===== src/core/cfb_defs.svh =====
// constants for the configuration fuse bank: register indices, field
// positions and unprogrammed defaults.
// assumes the includer owns the namespace of the CFB_ macro prefix.
`ifndef CFB_DEFS_SVH
`define CFB_DEFS_SVH

// register indices; the byte address on the bus is four times the index
`define CFB_IDX_OSC      24'h300001
`define CFB_IDX_REGBP    24'h300002
`define CFB_IDX_WPLO     24'h30000A
`define CFB_IDX_WPHI     24'h30000B
`define CFB_IDX_CTRL     24'h300010
`define CFB_IDX_STAT     24'h300011
`define CFB_ADDR(idx)    ((idx) << 2)

// oscillator select byte
`define CFB_OSC_SWO_BIT  7
`define CFB_OSC_FCM_BIT  6
`define CFB_OSC_SEL_LSB  0
// regulator / brown-out / power-up byte
`define CFB_RB_VREG_BIT  5
`define CFB_RB_THR_LSB   3
`define CFB_RB_MODE_LSB  1
`define CFB_RB_POWERUP_TIMER_BIT  0
// block write protect bytes
`define CFB_WP_B1_BIT    1
`define CFB_WP_B0_BIT    0
`define CFB_WP_BOOT_BIT  6
`define CFB_WP_CFG_BIT   5
// own control / status bytes
`define CFB_CTRL_SBO_BIT 0
`define CFB_STAT_BOR_BIT 0
`define CFB_STAT_PWR_BIT 1
`define CFB_STAT_PRG_BIT 2
`define CFB_STAT_VLD_BIT 3

// unprogrammed values
`define CFB_DEF_OSC_SEL  4'h7
`define CFB_DEF_THR      2'h3
`define CFB_DEF_MODE     2'h3
`define CFB_DEF_SBO      1'b1

// program address ranges (22-bit word space)
`define CFB_B1_LO        22'h002000
`define CFB_B1_HI        22'h003FFF
`define CFB_B0_LO_SMALL  22'h000800
`define CFB_B0_LO_LARGE  22'h001000
`define CFB_B0_HI        22'h001FFF
`define CFB_CFG_PAGE     14'h3000
`endif


===== src/core/cfb_pkg.sv =====
// types shared by the configuration fuse bank.
// assumes nothing beyond a SystemVerilog compiler.
package cfb_pkg;
   // clock source kinds seen by the core and the usb module
   typedef enum logic [1:0] {
      CFB_SRC_CRYSTAL,
      CFB_SRC_FAST_CRYSTAL,
      CFB_SRC_EXTERNAL,
      CFB_SRC_INTERNAL
   } cfb_src_t;

   // one full set of fuse fields
   typedef struct packed {
      logic       osc_switchover_on;
      logic       clock_monitor_on;
      logic [3:0] osc_source_sel;
      logic       usb_regulator_on;
      logic [1:0] brownout_threshold_sel;
      logic [1:0] brownout_mode_sel;
      logic       powerup_timer_off_n;
      logic       block1_guard;
      logic       block0_guard;
      logic       boot_block_guard;
      logic       config_area_guard;
   } cfb_fuse_t;
endpackage


===== src/core/cfb_fuse_bank.sv =====
// configuration fuse bank: stored fuse bytes, their latched working copy,
// decoded controls for clocks, regulator, brown-out and power-up timer,
// and the program-memory write guard.
// assumes an apb master on sys_clk and a programming-mode pin from outside.
//
// Function
// RULE_01 - primary oscillator modes clock core and usb
// RULE_02 - internal core clock keeps usb on primary
// RULE_03 - regulator bit one switches usb regulator on
// RULE_04 - threshold 11 minimum, 00 maximum trip
// RULE_05 - mode 01 lets software switch brown-out
// RULE_06 - mode 00 keeps brown-out off always
// RULE_07 - power-up timer bit is active low
// RULE_08 - power-up timer independent of brown-out
// RULE_09 - block1 guard low blocks 002000-003FFF writes
// RULE_10 - block0 guard low blocks block0 range
// RULE_11 - config area guard written only programming
// RULE_12 - unimplemented bits read as zero
// RULE_13 - unprogrammed fuses show listed defaults
// RULE_14 - fuses latched at reset, held until next; here also reloaded when programming ends
//
// Chosen here: the APB register port.
`timescale 1ns/1ns
`include "cfb_defs.svh"

module cfb_fuse_bank (
   input  wire logic             sys_clk,
   input  wire logic             rstn,
   // apb slave
   input  wire logic             psel,
   input  wire logic             penable,
   input  wire logic             pwrite,
   input  wire logic [23:0]      paddr,
   input  wire logic [31:0]      pwdata,
   output logic [31:0]           prdata,
   output logic                  pready,
   output logic                  pslverr,
   // device side
   input  wire logic             prog_mode_pin,
   input  wire logic             in_sleep,
   input  wire logic             boot_block_large,
   input  wire logic             prog_wr_req,
   input  wire logic [21:0]      prog_wr_addr,
   output logic                  prog_wr_done,
   output logic                  prog_wr_allow,
   output cfb_pkg::cfb_src_t     cpu_clk_src,
   output cfb_pkg::cfb_src_t     usb_clk_src,
   output logic                  usb_regulator_on,
   output logic [1:0]            brownout_trip_level,
   output logic                  brownout_reset_on,
   output logic                  powerup_timer_on,
   output logic                  osc_switchover_on,
   output logic                  clock_monitor_on,
   output logic                  fuses_valid
);

   // stored (nonvolatile) fuses and the working copy the device uses
   cfb_pkg::cfb_fuse_t nv, next_nv;
   cfb_pkg::cfb_fuse_t act, next_act;
   logic load_pend, next_load_pend;        // copy owed after reset
   logic soft_brownout_on, next_soft_brownout_on;
   // programming-mode pin synchroniser and filtered level
   logic [2:0] prg_sync;
   logic prog_mode, next_prog_mode;
   // apb decode
   logic        setup;
   logic        wr_now;
   logic [7:0]  rd_byte;
   logic        hit;
   logic [7:0]  wb;

   // pin crosses in three stages; only stages two and three are compared
   always_ff @(posedge sys_clk or negedge rstn) begin
      if (!rstn) begin
         prg_sync <= 3'h0;
      end else begin
         prg_sync <= {prg_sync[1:0], prog_mode_pin};
      end
   end

   // level changes only once the last two stages agree
   always_comb begin
      next_prog_mode = prog_mode;
      if (prg_sync[1] == prg_sync[2]) begin
         next_prog_mode = prg_sync[2];
      end
   end

   // setup and access phases of an apb transfer; answer comes in the access cycle
   assign setup  = psel && !penable;
   assign wr_now = psel && penable && pwrite && pready;
   assign wb     = pwdata[7:0];

   // fuse store: only writable while programming [RULE_11]
   always_comb begin
      next_nv = nv;
      next_soft_brownout_on = soft_brownout_on;
      if (wr_now) begin
         // control byte is ordinary logic, writable any time [RULE_05]
         if (paddr == `CFB_ADDR(`CFB_IDX_CTRL)) begin
            next_soft_brownout_on = wb[`CFB_CTRL_SBO_BIT];
         end
         if (prog_mode) begin
            unique case (paddr)
               `CFB_ADDR(`CFB_IDX_OSC): begin
                  next_nv.osc_switchover_on = wb[`CFB_OSC_SWO_BIT];
                  next_nv.clock_monitor_on = wb[`CFB_OSC_FCM_BIT];
                  next_nv.osc_source_sel =
                     wb[`CFB_OSC_SEL_LSB +: 4];
               end
               `CFB_ADDR(`CFB_IDX_REGBP): begin
                  next_nv.usb_regulator_on = wb[`CFB_RB_VREG_BIT];
                  next_nv.brownout_threshold_sel =
                     wb[`CFB_RB_THR_LSB +: 2];
                  next_nv.brownout_mode_sel = wb[`CFB_RB_MODE_LSB +: 2];
                  next_nv.powerup_timer_off_n = wb[`CFB_RB_POWERUP_TIMER_BIT];
               end
               `CFB_ADDR(`CFB_IDX_WPLO): begin
                  // guards can only be cleared, never set back [RULE_09]
                  next_nv.block1_guard =
                     nv.block1_guard & wb[`CFB_WP_B1_BIT];
                  next_nv.block0_guard =
                     nv.block0_guard & wb[`CFB_WP_B0_BIT]; // [RULE_10]
               end
               `CFB_ADDR(`CFB_IDX_WPHI): begin
                  next_nv.boot_block_guard =
                     nv.boot_block_guard & wb[`CFB_WP_BOOT_BIT];
                  // written freely, but only here in programming [RULE_11]
                  next_nv.config_area_guard = wb[`CFB_WP_CFG_BIT];
               end
               default: begin
                  // other addresses leave the store alone
               end
            endcase
         end
      end
   end

   // working copy reloads after reset and when programming ends
   always_comb begin
      next_load_pend = 1'b0;
      next_act = act;
      if (load_pend || (prog_mode && !next_prog_mode)) begin
         next_act = nv;                            // [RULE_14]
      end
   end

   // fuse state registers; reset gives the unprogrammed image [RULE_13]
   always_ff @(posedge sys_clk or negedge rstn) begin
      if (!rstn) begin
         nv <= '{osc_source_sel: `CFB_DEF_OSC_SEL,
                 brownout_threshold_sel: `CFB_DEF_THR,
                 brownout_mode_sel: `CFB_DEF_MODE,
                 powerup_timer_off_n: 1'b1, block1_guard: 1'b1,
                 block0_guard: 1'b1, boot_block_guard: 1'b1,
                 config_area_guard: 1'b1, default: 1'b0};
         act <= '{osc_source_sel: `CFB_DEF_OSC_SEL,
                  brownout_threshold_sel: `CFB_DEF_THR,
                  brownout_mode_sel: `CFB_DEF_MODE,
                  powerup_timer_off_n: 1'b1, block1_guard: 1'b1,
                  block0_guard: 1'b1, boot_block_guard: 1'b1,
                  config_area_guard: 1'b1, default: 1'b0};
         load_pend <= 1'b1;
         soft_brownout_on <= `CFB_DEF_SBO;
         prog_mode <= 1'b0;
      end else begin
         nv <= next_nv;
         act <= next_act;
         load_pend <= next_load_pend;
         soft_brownout_on <= next_soft_brownout_on;
         prog_mode <= next_prog_mode;
      end
   end

   // read mux: unused bit positions stay zero [RULE_12]
   always_comb begin
      rd_byte = 8'h00;
      hit = 1'b1;
      unique case (paddr)
         `CFB_ADDR(`CFB_IDX_OSC): begin
            rd_byte[`CFB_OSC_SWO_BIT] = nv.osc_switchover_on;
            rd_byte[`CFB_OSC_FCM_BIT] = nv.clock_monitor_on;
            rd_byte[`CFB_OSC_SEL_LSB +: 4] = nv.osc_source_sel;
         end
         `CFB_ADDR(`CFB_IDX_REGBP): begin
            rd_byte[`CFB_RB_VREG_BIT] = nv.usb_regulator_on;
            rd_byte[`CFB_RB_THR_LSB +: 2] = nv.brownout_threshold_sel;
            rd_byte[`CFB_RB_MODE_LSB +: 2] = nv.brownout_mode_sel;
            rd_byte[`CFB_RB_POWERUP_TIMER_BIT] = nv.powerup_timer_off_n;
         end
         `CFB_ADDR(`CFB_IDX_WPLO): begin
            rd_byte[`CFB_WP_B1_BIT] = nv.block1_guard;
            rd_byte[`CFB_WP_B0_BIT] = nv.block0_guard;
         end
         `CFB_ADDR(`CFB_IDX_WPHI): begin
            rd_byte[`CFB_WP_BOOT_BIT] = nv.boot_block_guard;
            rd_byte[`CFB_WP_CFG_BIT] = nv.config_area_guard;
         end
         `CFB_ADDR(`CFB_IDX_CTRL): begin
            rd_byte[`CFB_CTRL_SBO_BIT] = soft_brownout_on;
         end
         `CFB_ADDR(`CFB_IDX_STAT): begin
            // live state of the block, not the stored image
            rd_byte[`CFB_STAT_BOR_BIT] = brownout_reset_on;
            rd_byte[`CFB_STAT_PWR_BIT] = powerup_timer_on;
            rd_byte[`CFB_STAT_PRG_BIT] = prog_mode;
            rd_byte[`CFB_STAT_VLD_BIT] = fuses_valid;
         end
         default: begin
            hit = 1'b0;                            // unmapped: error, zero
         end
      endcase
   end

   // apb answer group
   logic [31:0] next_prdata;
   logic        next_pready;
   logic        next_pslverr;

   // answer is built in setup and shown through the access cycle
   always_comb begin
      next_pready = setup;
      next_prdata = 32'h0000_0000;
      next_pslverr = 1'b0;
      if (setup) begin
         next_prdata = pwrite ? 32'h0000_0000 : {24'h00_0000, rd_byte};
         next_pslverr = !hit;
      end
   end

   // apb answer registers
   always_ff @(posedge sys_clk or negedge rstn) begin
      if (!rstn) begin
         prdata <= 32'h0000_0000;
         pready <= 1'b0;
         pslverr <= 1'b0;
      end else begin
         prdata <= next_prdata;
         pready <= next_pready;
         pslverr <= next_pslverr;
      end
   end

   // decoded device controls, taken from the latched copy; brown-out also follows soft_brownout_on and in_sleep
   cfb_pkg::cfb_src_t next_cpu_src, next_usb_src;
   logic       next_vreg, next_bor, next_powerup_timer;
   logic [1:0] next_trip;
   logic       next_done, next_allow;
   logic       blk;
   logic [21:0] b0_lo;

   // clock source and power decode
   always_comb begin
      // usb kind from the primary field, core kind may be internal
      if (act.osc_source_sel[3:2] == 2'b10) begin
         // core on internal, usb stays on the primary source [RULE_02]
         next_cpu_src = cfb_pkg::CFB_SRC_INTERNAL;
         unique case (act.osc_source_sel[1:0])
            2'b11: next_usb_src = cfb_pkg::CFB_SRC_FAST_CRYSTAL;
            2'b10: next_usb_src = cfb_pkg::CFB_SRC_CRYSTAL;
            default: next_usb_src = cfb_pkg::CFB_SRC_EXTERNAL;
         endcase
      end else begin
         // both share the selected primary oscillator [RULE_01]
         if (act.osc_source_sel[3]) begin
            next_usb_src = cfb_pkg::CFB_SRC_FAST_CRYSTAL;
         end else if (act.osc_source_sel[2]) begin
            next_usb_src = cfb_pkg::CFB_SRC_EXTERNAL;
         end else begin
            next_usb_src = cfb_pkg::CFB_SRC_CRYSTAL;
         end
         next_cpu_src = next_usb_src;
      end
      next_vreg = act.usb_regulator_on;            // [RULE_03]
      // level 0 is the minimum trip, 3 the maximum [RULE_04]
      next_trip = ~act.brownout_threshold_sel;
      unique case (act.brownout_mode_sel)
         2'b11: next_bor = 1'b1;
         2'b10: next_bor = !in_sleep;
         2'b01: next_bor = soft_brownout_on;      // [RULE_05]
         2'b00: next_bor = 1'b0;                  // [RULE_06]
      endcase
      // timer depends only on its own bit [RULE_07] [RULE_08]
      next_powerup_timer = !act.powerup_timer_off_n;
   end

   // program-memory write guard
   always_comb begin
      b0_lo = boot_block_large ? `CFB_B0_LO_LARGE : `CFB_B0_LO_SMALL;
      blk = 1'b0;
      if (prog_wr_addr >= `CFB_B1_LO && prog_wr_addr <= `CFB_B1_HI &&
          !act.block1_guard) begin
         blk = 1'b1;                               // [RULE_09]
      end
      if (prog_wr_addr >= b0_lo && prog_wr_addr <= `CFB_B0_HI &&
          !act.block0_guard) begin
         blk = 1'b1;                               // [RULE_10]
      end
      if (prog_wr_addr < b0_lo && !act.boot_block_guard) begin
         blk = 1'b1;
      end
      if (prog_wr_addr[21:8] == `CFB_CFG_PAGE && !act.config_area_guard) begin
         blk = 1'b1;
      end
      next_done = prog_wr_req;
      next_allow = prog_wr_req && !blk;
   end

   // device output registers
   always_ff @(posedge sys_clk or negedge rstn) begin
      if (!rstn) begin
         cpu_clk_src <= cfb_pkg::CFB_SRC_CRYSTAL;
         usb_clk_src <= cfb_pkg::CFB_SRC_CRYSTAL;
         usb_regulator_on <= 1'b0;
         brownout_trip_level <= 2'h0;
         brownout_reset_on <= 1'b0;
         powerup_timer_on <= 1'b0;
         osc_switchover_on <= 1'b0;
         clock_monitor_on <= 1'b0;
         fuses_valid <= 1'b0;
         prog_wr_done <= 1'b0;
         prog_wr_allow <= 1'b0;
      end else begin
         cpu_clk_src <= next_cpu_src;
         usb_clk_src <= next_usb_src;
         usb_regulator_on <= next_vreg;
         brownout_trip_level <= next_trip;
         brownout_reset_on <= next_bor;
         powerup_timer_on <= next_powerup_timer;
         osc_switchover_on <= act.osc_switchover_on;
         clock_monitor_on <= act.clock_monitor_on;
         // outputs trustworthy once the first copy has landed
         fuses_valid <= !load_pend;
         prog_wr_done <= next_done;
         prog_wr_allow <= next_allow;
      end
   end

endmodule


===== config.mk =====
export PLATFORM = sky130hd
export DESIGN_NAME = cfb_fuse_bank
export DESIGN_NICKNAME = d
export VERILOG_FILES = /design/src/core/cfb_pkg.sv /design/src/core/cfb_fuse_bank.sv
export VERILOG_INCLUDE_DIRS = /design/src /design/src/core
export SDC_FILE = /design/constraint.sdc
export NUM_CORES = 1
export LEC_CHECK = 0
export ABC_AREA = 1
export BUFFER_PORTS_ARGS = -buffer_cell sky130_fd_sc_hd__buf_2
export CAP_MARGIN = 0
export CORE_MARGIN = 5
export CORE_UTILIZATION = 45
export CTS_CLUSTER_DIAMETER = 50
export DETAILED_ROUTE_END_ITERATION = 12
export PLACE_DENSITY_LB_ADDON = 0.08
export SLEW_MARGIN = 20
export SYNTH_ARGS = -nofsm -noshare
export SYNTH_HDL_FRONTEND = slang
export SYNTH_SLANG_ARGS = --single-unit

===== constraint.sdc =====
create_clock -name sys_clk -period 2.42 [get_ports sys_clk]
set_input_delay 0.121 -clock sys_clk [delete_from_list [all_inputs] [get_ports sys_clk]]
set_output_delay 0.121 -clock sys_clk [all_outputs]
set_load 0.01 [all_outputs]

Word level (Yosys, flattened, before mapping)
Index checks and enable logic that the tools add are counted.

Register bits after elaboration: 86. Input bits: 87.

Order comparisons: 5. Equality and inequality tests: 14. Multiplexer cells: 23. Bitwise logic cells: 4. Reductions and logical operators: 31.

Operators by type and width (count): $eq A24 B24 Y1 const B (6); $ge A22 B13 Y1 (1); $ge A22 B14 Y1 const B (1); $le A22 B13 Y1 const B (1); $le A22 B14 Y1 const B (1); $lt A22 B13 Y1 (1); $mux W8 (2); $eq A14 B14 Y1 const B (1); $mux W13 (1); $logic_and A1 B1 Y1 (12); $reduce_and A3 Y1 (4); $logic_not A1 Y1 (11); $eq A2 B2 Y1 const B (5); $mux W1 (9); $mux W2 (4); $pmux W1 S4 (2); $pmux W2 S3 (1); $reduce_or A6 Y1 (1); $pmux W1 S5 (1); $pmux W1 S2 (2); $pmux W2 S2 (1); $and A1 B1 Y1 (3); $eq A2 B1 Y1 const B (1); $logic_not A2 Y1 (1); other kinds (4) (4).

Depth between registers and ports, before layout
Gate-level depths: netlist (run 1).

Word-level depth: 9. Mapped depth: 12. Depth with buffers taken out: 11.

Worst setup path before layout (run 1)
OpenSTA, ideal clock, no wires.

Kind: reg-to-reg. From: register act[12] (netlist name). To: register usb_clk_src[0]. Setup time: 0.124 ns. Arrival: 1.126 ns. Slack: 1.170 ns. Cell stages (with the launch flop): 6. Clock period less this slack: 1.250 ns. Cells stage by stage: dfstp_2 > inv_1 > ha_1 > or2_2 > nand2_1 > a21oi_1.

Cells in the longest elaborated chain, start to end: 2.

Ends and longest elaborated chain: start: declaration (RTL line cfb_fuse_bank.sv:59) `cfb_pkg::cfb_fuse_t act, next_act;`; start signal: assignment (RTL line cfb_fuse_bank.sv:157) `` act <= '{osc_source_sel: `CFB_DEF_OSC_SEL, ``; start signal: assignment (RTL line cfb_fuse_bank.sv:168) `act <= next_act;`; $eq A2 B2 Y1 (RTL line cfb_fuse_bank.sv:255) `if (act.osc_source_sel[3:2] == 2'b10) begin`; $mux W2 (RTL line cfb_fuse_bank.sv:255); via next_usb_src[0] (RTL line cfb_fuse_bank.sv:245) `cfb_pkg::cfb_src_t next_cpu_src, next_usb_src;`; end signal: assignment (RTL line cfb_fuse_bank.sv:313) `usb_clk_src <= cfb_pkg::CFB_SRC_CRYSTAL;`; end signal: assignment (RTL line cfb_fuse_bank.sv:325) `usb_clk_src <= next_usb_src;`; end: declaration (RTL line cfb_fuse_bank.sv:47) `output cfb_pkg::cfb_src_t usb_clk_src,`.

The timed path passes the listed nets, and every way through them passes these cells. A chain may end at the register's enable or synchronous reset.

Final worst setup path (run 1)
From: input penable. To: register nv[9] (netlist name).

Cells in the longest elaborated chain, start to end: 4.

Ends and longest elaborated chain: start: declaration (RTL line cfb_fuse_bank.sv:31) `input wire logic penable,`; $logic_and A1 B1 Y1 (3 in series) (RTL line cfb_fuse_bank.sv:91) `assign wr_now = psel && penable && pwrite && pready;`; $reduce_and A3 Y1 (no source line); end signal: assignment (RTL line cfb_fuse_bank.sv:151) `` nv <= '{osc_source_sel: `CFB_DEF_OSC_SEL, ``; end signal: assignment (RTL line cfb_fuse_bank.sv:167) `nv <= next_nv;`; end: declaration (RTL line cfb_fuse_bank.sv:58) `cfb_pkg::cfb_fuse_t nv, next_nv;`.

No other way between the ends.

==> metrics.yaml, run 1 <==
outcome:
  status: "finished, final reports clean"
global_route:
  grt_usage_pct: 15.5
  busiest_layer: "met2"
  grt_use_met1_pct: 20.5
  use_met3_pct: 3.53
  antenna_found_initial: 0
  grt-ovfl-total: 0
  grt_pass1_wl_um: 10400
  grt_pass1_vias: 2330
  grt_max_degree: 63
  grt_use_met2_pct: 24.3
yosys:
  yosysMostFrequentCell: "nand2_1"
  synthArstFlopShare_pct: 100
  yosysSeqAreaShare_pct: 52.1
  ys.flop_type: "dfrtp_1"
  synthDistinctLibCells: 31
  yosys.area.top_type: "dfrtp_1"
  syn_inst: 351
  yosys-top-cells-area: "dfrtp_1, dfstp_2, nand2_1, buf_4, nor2_1"
  yosys-top-cells-count: "nand2_1, nor2_1, inv_1, dfrtp_1, nand3_1"
  yosysTopAreaCellShare_pct: 29.6
  synth_warnings: 0
  syn_area_um2: 3040
  avgSynthCellArea_um2: 8.67
  synth-edff-count: 0
  ys_ff_latch: 62
placed_design:
  gp_congestion: 0.836
  portBuffers: 86
  pre_cts_slack_ns: 0.958
  dp_hpwl_um: 4900
floorplanning:
  initial_core_util_pct: 45.5
  die_area_um2: 8510
  dieWidth_um: 92.2
  ios: 135
  die_h_um: 92.2
  rows: 30
  core_area_um2: 6680
route:
  post-route-drc-count: 0
  vias: 2456
  vias_per_cell: 4.60
  wire_per_inst_um: 11.9
  detail-route-antenna-nets: 0
  dr.pass1.iters: 4
  first_iter_violations: 78
  wl_um: 6340
clock_tree:
  htree_levels: 3
  clkTransAtPathRegs_ns: 0.07
  cts_tree: "built"
  numCtsBuffers: 9
  cts_num_sinks: 62
  postCtsSetupRepairBufs: 0
  root_buffer: "clkbuf_8"
  insertion_delay_ns: 0.33
  cts_buffer_depth: 2
sta:
  rsz0062_at_grt: "false"
  drv_slew: 0
  min_period_over_period_pct: 60.2
  final.setup.tns_ns: 0
  setup_violations: 0
  fin_skew_ns: 0.00691
  hold_viol_final: 0
  setup_slack_ns: 0.963
  min_period_ns: 1.46
  max_freq_mhz: 686
setup_path:
  critical_path_peak_fanout: 11
  path_class: "input pin to flip-flop"
  cp.required_ns: 2.63
  end_kind: "flip-flop"
  critPathLaunchType: "input pin"
  arrival_ns: 1.67
final_layout:
  seqCellArea_um2: 1580
  drive_above_1_share_pct: 34.6
  final_net_count: 540
  area_growth_syn_to_layout_pct: 21.4
  fill_cells: 661
  multiInputGateArea_um2: 1150
  n_antenna_cell: 0
power_and_ir_drop:
  pwr_density_cell_nw_per_um2: 561
  peakVddDrop_uv: 268
  p_leak_nw: 1.82
flow_run:
  drv_cap: 0
min_path:
  hold_class: "input pin to flip-flop"
==> report_power, final <==
part	total, mW	internal (mW)	switching, mW
Sequential	1.05	1.05	0.00464
Clock	0.849	0.469	0.380
Combinational	0.172	0.0664	0.105
Total	2.07	1.58	0.490
==> sequential cells by signal (all words and copies together) (netlist names) <==
signal / cells
act: 15
brownout_reset_on: 1
brownout_trip_level: 2
clock_monitor_on: 1
cpu_clk_src: 2
fuses_valid: 1
load_pend: 1
next_vreg: 1
nv: 16
osc_switchover_on: 1
powerup_timer_on: 1
prdata: 8
pready: 1
prg_sync: 3
prog_mode: 1
prog_wr_allow: 1
prog_wr_done: 1
pslverr: 1
soft_brownout_on: 1
usb_clk_src: 2
usb_regulator_on: 1
==> logic make-up (layout without fill, tap and decap cells) <==
logic type	Yosys count	in the layout	synth area share [%]
simple gates	167	167	24.9
buf+inv	75	154	13.0
flops	62	62	52.1
compound gates	41	41	7.85
fa+ha+maj	5	5	2.01
other cells	1	25	0.123
==> worst max-delay path, cell delays in order <==
cell	delay [ns]
dlygate4sd3_1	0.52
buf_2	0.10
nand4_1	0.17
nor2_2	0.32
nand2_2	0.27
nand2_2	0.12
o21ai_2	0.05
==> final cells by class <==
type,instances,share of cell area [%]
Tap cell,80,2.71
Multi-Input combinational cell,238,31.2
Clock inverter,5,1.35
Sequential cell,62,42.9
Timing Repair Buffer,92,13.5
Inverter,46,4.84
Clock buffer,11,3.56
==> metrics by stage <==
stage / total power, mW / util [%] / cells / hold slack (ns) / cell area (um2)
2_1_floorplan: 1.17 / - / 375 / -0.175 / 3130
3_3_place_gp: 1.24 / 52.0 / 514 / 0.155 / 3470
3_5_place_dp: 1.24 / 52.0 / 514 / 0.159 / 3470
4_1_cts: 2.10 / 55.3 / 534 / 0.0237 / 3690
5_1_grt: 2.17 / 55.3 / 534 / 0.0218 / 3690
6_report: 2.07 / 55.3 / 534 / 0.0349 / 3690
==> path summary, 6_finish.rpt <==
path / start / end / slack [ns] / cells after the start
setup reg to reg: prog_mode$_DFF_PN0_ / act[6]$_DFFE_PN1P_ / 0.98 / 5
hold reg to reg: prg_sync[0]$_DFF_PN0_ / prg_sync[1]$_DFF_PN0_ / 0.35 / 0
min in group asynchronous: rstn / cpu_clk_src[0]$_DFF_PN0_ / 0.32 / 3
setup / recovery: penable / nv[9]$_DFFE_PN0P_ / 0.96 / 7
max in group asynchronous: rstn / soft_brownout_on$_DFFE_PN1P_ / 1.77 / 3
hold / removal: pwdata[6] / nv[1]$_DFFE_PN1P_ / 0.03 / 2
==> cell usage in the layout (no fill, tap or decap) <==
cell           instances
a31oi_1                1
maj3_2                 1
a21oi_1                5
nor2_4                 3
o21ai_1                5
nor3b_1                1
a21boi_0               2
nand2_4                1
dlygate4sd3_1          4
nand4_1                7
nand3_1               27
nor2_2                 4
clkinv_2               5
o21ai_2                6
o21ai_0               20
nand2_2                8
o21a_1                 2
buf_4                  1
inv_2                  2
buf_12                 1
clkbuf_1               2
nand2_1               63
clkbuf_8               9
dfrtp_1               36
nand3b_1               2
conb_1                25
or2_2                  2
buf_2                 86
nor3_1                 3
ha_1                   4
clkinv_4               1
nor2_1                46
inv_1                 42
bufinv_16              1
dfstp_2               26
==> per-layer routing <==
layer	share of wire [%]	vias up
met3	6.3	5
met1	45	1116
met5	0	-
met4	1.3	0
li1	-	1258
met2	47	77
==> timing repair <==
item                                   in CTS  in global routing
resized for setup                           0                  0
hold buffers                                4                  0
endpoints found under the hold margin      39                  0
(Power assumes the default switching activity.)
==> run 2, diff against run 1 <==
--- a/config.mk
+++ b/config.mk
@@ -10,7 +10,7 @@
 export BUFFER_PORTS_ARGS = -buffer_cell sky130_fd_sc_hd__buf_2
 export CAP_MARGIN = 0
 export CORE_MARGIN = 5
-export CORE_UTILIZATION = 45
+export CORE_UTILIZATION = 43
 export CTS_CLUSTER_DIAMETER = 50
 export DETAILED_ROUTE_END_ITERATION = 12
 export PLACE_DENSITY_LB_ADDON = 0.08
==> constraint.sdc (replaced) <==
create_clock -name sys_clk -period 1.3 [get_ports sys_clk]
set_input_delay 0.065 -clock sys_clk [delete_from_list [all_inputs] [get_ports sys_clk]]
set_output_delay 0.065 -clock sys_clk [all_outputs]
set_load 0.01 [all_outputs]
==> metrics.yaml, run 2 (same netlist as run 1, synthesis figures left out) <==
floorplanning:
  die_area_um2: 8860
  rows: 30
  ios: 135
  core_area_um2: 6830
  initial_core_util_pct: 44.5
  dieWidth_um: 94.1
  die_h_um: 94.1
setup_path:
  reg2reg_depth: 5
  arrival_ns: 1.60
  end_kind: "flip-flop"
  critPathLaunchType: "flip-flop"
  crit_chain: "maj3_2 -> o21ai_4 -> buf_12 -> nand2_1 -> o21ai_1"
  cp.required_ns: 1.56
  critical_path_peak_fanout: 32
  cpPeakStageDelay_ns: 0.40
  critPathSlowestCell: "dfrtp_1"
  path_class: "flip-flop to flip-flop"
sta:
  hold_viol_final: 0
  setup_slack_ns: -0.0305
  min_period_over_period_pct: 102
  final.setup.tns_ns: -0.0860
  setup_violations: 13
  hold_slack_ns: 0.0134
  min_period_ns: 1.33
  drv_slew: 0
  max_freq_mhz: 752
  fin_skew_ns: 0.00703
  rsz0062_at_grt: "true"
clock_tree:
  numCtsBuffers: 9
  cts_buffer_depth: 2
  root_buffer: "clkbuf_8"
  htree_levels: 3
  cts_tree: "built"
  cts_num_sinks: 62
  clkTransAtPathRegs_ns: 0.06
  insertion_delay_ns: 0.34
route:
  wl_um: 6700
  vias: 2561
  first_iter_violations: 67
  vias_per_cell: 4.45
  wire_per_inst_um: 11.6
  detail-route-antenna-nets: 0
  dr.pass1.iters: 4
  post-route-drc-count: 0
global_route:
  grt-ovfl-total: 0
  antenna_found_initial: 0
  grt_usage_pct: 15.9
  grt_max_degree: 63
  grt_pass1_vias: 2427
  grt_pass1_wl_um: 10900
final_layout:
  final_cell_count_no_fill: 575
  drive_above_1_share_pct: 36.7
  layout_commonest_cell: "buf_2"
  n_antenna_cell: 0
  final_net_count: 565
  area_growth_syn_to_layout_pct: 29.8
  final_cell_mix: "buf_2, nand2_1, nor2_1, inv_1, dfrtp_1"
  fin_util_pct: 57.8
  largest_register_ffs: 16
  stdcell_area_um2: 3950
  regMostFlops: "nv"
  top_regs: "nv: 16 flops, act: 15 flops, prdata: 8 flops"
placed_design:
  post-place-cells: 546
  gp_congestion: 0.828
  pre_cts_slack_ns: -0.0238
  dp_hpwl_um: 5160
  portBuffers: 86
  place_area_um2: 3630
flow_run:
  drv_cap: 0
outcome:
  violations: "negative setup slack"
  status: "finished, violations left"
power_and_ir_drop:
  fin_total_pwr_mw: 3.76
  peakVddDrop_uv: 594
  pwr_density_cell_nw_per_um2: 952
  p_leak_nw: 1.97
min_path:
  hold_path_depth: 3
  hold_class: "input pin to flip-flop"
[run 2: cell count changes in the layout (fill, tap and decap cells not counted), moves of 2 or more]
cell and delta:
dlygate4sd3_1 +5, buf_4 +17, nand2_4 +2, o21ai_0 -2
clkbuf_1 +2, o21ai_1 +2, clkinv_2 -2, nand2_2 -2
buf_12 +2
[run 2: path summary, 6_finish.rpt]
path	startpoint	end	slack [ns]
hold / removal	in_sleep	brownout_reset_on$_DFF_PN0_	0.01
hold reg to reg	prg_sync[0]$_DFF_PN0_	prg_sync[1]$_DFF_PN0_	0.36
min in group asynchronous	rstn	cpu_clk_src[0]$_DFF_PN0_	0.28
max in group asynchronous	rstn	act[2]$_DFFE_PN1P_	0.71
setup reg to reg	prog_mode$_DFF_PN0_	act[6]$_DFFE_PN1P_	-0.03
setup / recovery	prog_mode$_DFF_PN0_	act[6]$_DFFE_PN1P_	-0.03
[run 2: worst max-delay path: cells and delay by family, from the launching register on]
kind	cells	cell delay, ns
AOI/OAI and AO/OA	2	0.24
adders and majority gates	1	0.34
buffers and inverters	1	0.19
DFF	1	0.40
and+or+nand+nor	1	0.08
[run 2: layout make-up]
type | instances | area (um2)
sequential | 62 | 1580
inverter | 46 | 179
multi-input combinational | 238 | 1180
timing repair buffer | 117 | 727
clock buffer | 14 | 153
clock inverter | 2 | 10.0
tap | 96 | 120
fill | 657 | 2880
[run 2: metal layers]
layer	global-route usage (%)	share of wire [%]
met2	24.4	48
met4	6.50	1.9
met5	0	0
met1	21.3	45
met3	4.09	6.0
[run 2: repair_timing]
item	4_1_cts	5_1_grt
endpoints found under the setup margin	19	27
buffers inserted	0	4
hold buffers	9	0
hold endpoints to repair	46	0
pin swaps	0	4
resized for setup	2	6
cloned	0	0
[run 2: power breakdown]
group          switching [mW]  total (mW)  leakage [nW]  internal, mW
clock                   0.692        1.43        0.0844         0.740
combinational           0.211       0.368          1.15         0.157
sequential            0.00812        1.96         0.737          1.95
total                   0.911        3.76          1.97          2.85
==> run 3, diff against run 2 <==
--- a/config.mk
+++ b/config.mk
@@ -9,6 +9,7 @@
 export ABC_AREA = 1
 export BUFFER_PORTS_ARGS = -buffer_cell sky130_fd_sc_hd__buf_2
 export CAP_MARGIN = 0
+export CORE_ASPECT_RATIO = 2
 export CORE_MARGIN = 5
 export CORE_UTILIZATION = 43
 export CTS_CLUSTER_DIAMETER = 50
==> metrics.yaml, run 3 (same netlist as run 1, synthesis figures left out) <==
sta:
  setup_violations: 0
  hold_viol_final: 0
  fin_skew_ns: 0.00596
  rsz0062_at_grt: "true"
  min_period_over_period_pct: 99.5
  final.setup.tns_ns: 0
  max_freq_mhz: 773
  drv_slew: 0
  min_period_ns: 1.29
  hold_slack_ns: 0.00927
power_and_ir_drop:
  power_frac_comb_pct: 7.9
  switching_share_pct: 22.8
  p_sw_mw: 1.03
  power_frac_seq_pct: 43.2
  p_leak_nw: 1.97
  pwr_density_cell_nw_per_um2: 1130
  internal-power_mw: 3.50
  peakVddDrop_uv: 876
  clockPowerShare_pct: 48.9
  fin_total_pwr_mw: 4.54
global_route:
  antenna_found_initial: 0
  grt_pass1_vias: 2497
  grt_pass1_wl_um: 11100
  grt_usage_pct: 15.8
  grt-ovfl-total: 0
  grt_max_degree: 63
floorplanning:
  dieWidth_um: 69.5
  initial_core_util_pct: 43.8
  rows: 43
  ios: 135
  core_area_um2: 6940
  die_h_um: 129
  die_area_um2: 8960
route:
  vias: 2565
  vias_per_cell: 4.53
  post-route-drc-count: 0
  dr.pass1.iters: 4
  detail-route-antenna-nets: 0
  first_iter_violations: 52
  wire_per_inst_um: 12.2
  wl_um: 6890
final_layout:
  final_cell_mix: "buf_2, nand2_1, nor2_1, inv_1, dfrtp_1"
  area_growth_syn_to_layout_pct: 31.8
  top_regs: "nv: 16 flops, act: 15 flops, prdata: 8 flops"
  layout_commonest_cell: "buf_2"
  final_net_count: 562
  drive_above_1_share_pct: 37.2
  largest_register_ffs: 16
  regMostFlops: "nv"
  final_cell_count_no_fill: 566
  n_antenna_cell: 0
setup_path:
  cp_top_family: "flip-flops"
  critPathSlowestCell: "dfrtp_1"
  crit_start: "prog_mode$_DFF_PN0_"
  reg2reg_slack_ns: 0.007
  critical_path_peak_fanout: 28
  arrival_ns: 1.50
  cpPeakStageDelay_ns: 0.39
  timing.critical_path.to: "next_vreg$_DFFE_PN0P_"
  critPathLaunchType: "flip-flop"
  crit_cells: 4
  crit_chain: "maj3_2 -> o21ai_4 -> buf_12 -> o21ai_0"
  end_kind: "flip-flop"
  reg2reg_depth: 4
  cp.buffers_inverters: 1
  cp.required_ns: 1.50
  rr_endpoint: "next_vreg$_DFFE_PN0P_"
  r2r-start: "prog_mode$_DFF_PN0_"
  path_class: "flip-flop to flip-flop"
placed_design:
  dp_hpwl_um: 5410
  gp_congestion: 0.840
  portBuffers: 86
  post-place-cells: 541
clock_tree:
  root_buffer: "clkbuf_16"
  htree_levels: 3
  numCtsBuffers: 9
  clkTransAtPathRegs_ns: 0.05
  cts_num_sinks: 62
  insertion_delay_ns: 0.33
  cts_tree: "built"
  cts_buffer_depth: 2
min_path:
  hold_class: "input pin to flip-flop"
flow_run:
  drv_cap: 0
outcome:
  status: "finished, final reports clean"
[run 3: cell count changes in the layout (fill, tap and decap cells not counted), sizes merged]
cell	delta
dlygate4sd3	-1
clkinv	-2
clkbuf	-2
clkinvlp	+3
inv	+1
buf	-2
[run 3: worst min-delay path, cell delays in order]
cell and delay (ns):
buf_2 0.09, inv_1 0.10, o21ai_2 0.07
[run 3: how the worst min path moves through the flow]
stage                          from                    endpoint  cells after the start
final                     pwdata[1]           nv[5]$_DFFE_PN1P_                      3
after global routing      pwdata[1]           nv[5]$_DFFE_PN1P_                      3
after CTS                 pwdata[1]           nv[5]$_DFFE_PN1P_                      3
after detailed placement       rstn       fuses_valid$_DFF_PN0_                      2
after global placement         rstn  powerup_timer_on$_DFF_PN0_                      2
after floorplan                rstn         act[13]$_DFFE_PN0P_                      0
[run 3: cell type report]
cell class / instances / area, um2
Multi-Input combinational cell: 238 / 1160
Fill cell: 655 / 2930
Sequential cell: 62 / 1580
Clock inverter: 4 / 31.3
Tap cell: 90 / 113
Timing Repair Buffer: 114 / 686
Clock buffer: 12 / 256
Inverter: 46 / 179
[run 3: power groups by stage]
stage / logic, mW / registers [mW] / clock network (mW)
finish: 0.356 / 1.96 / 2.22
CTS: 0.359 / 1.96 / 2.28
global route: 0.404 / 1.96 / 2.36
floorplan: 0.186 / 2.00 / 0
global placement: 0.331 / 1.99 / 0
detailed placement: 0.335 / 1.99 / 0
[run 3: timing repair]
action	4_1_cts	5_1_grt
hold buffers	8	0
resized for setup	1	1
setup buffers	0	1
pin swaps	0	0
setup endpoints to repair	12	22
endpoints found under the hold margin	44	0
[run 3: stage by stage]
stage               setup slack (ns)  util [%]  instance area, um2
floorplan                     0.0504         -                3130
global placement              0.0214      52.2                3630
detailed placement           -0.0155      52.2                3630
CTS                         -0.00297      57.7                4000
global route                 -0.0679      57.8                4010
finish                       0.00675      57.8                4010
[run 3: routing by layer]
layer / track usage (%) / vias up / share of wire [%]
met4: 8.63 / 0 / 3.1
met1: 14.9 / 1159 / 34
li1: - / 1296 / -
met3: 4.69 / 15 / 7.4
met2: 30.1 / 95 / 55
met5: 0 / - / 0
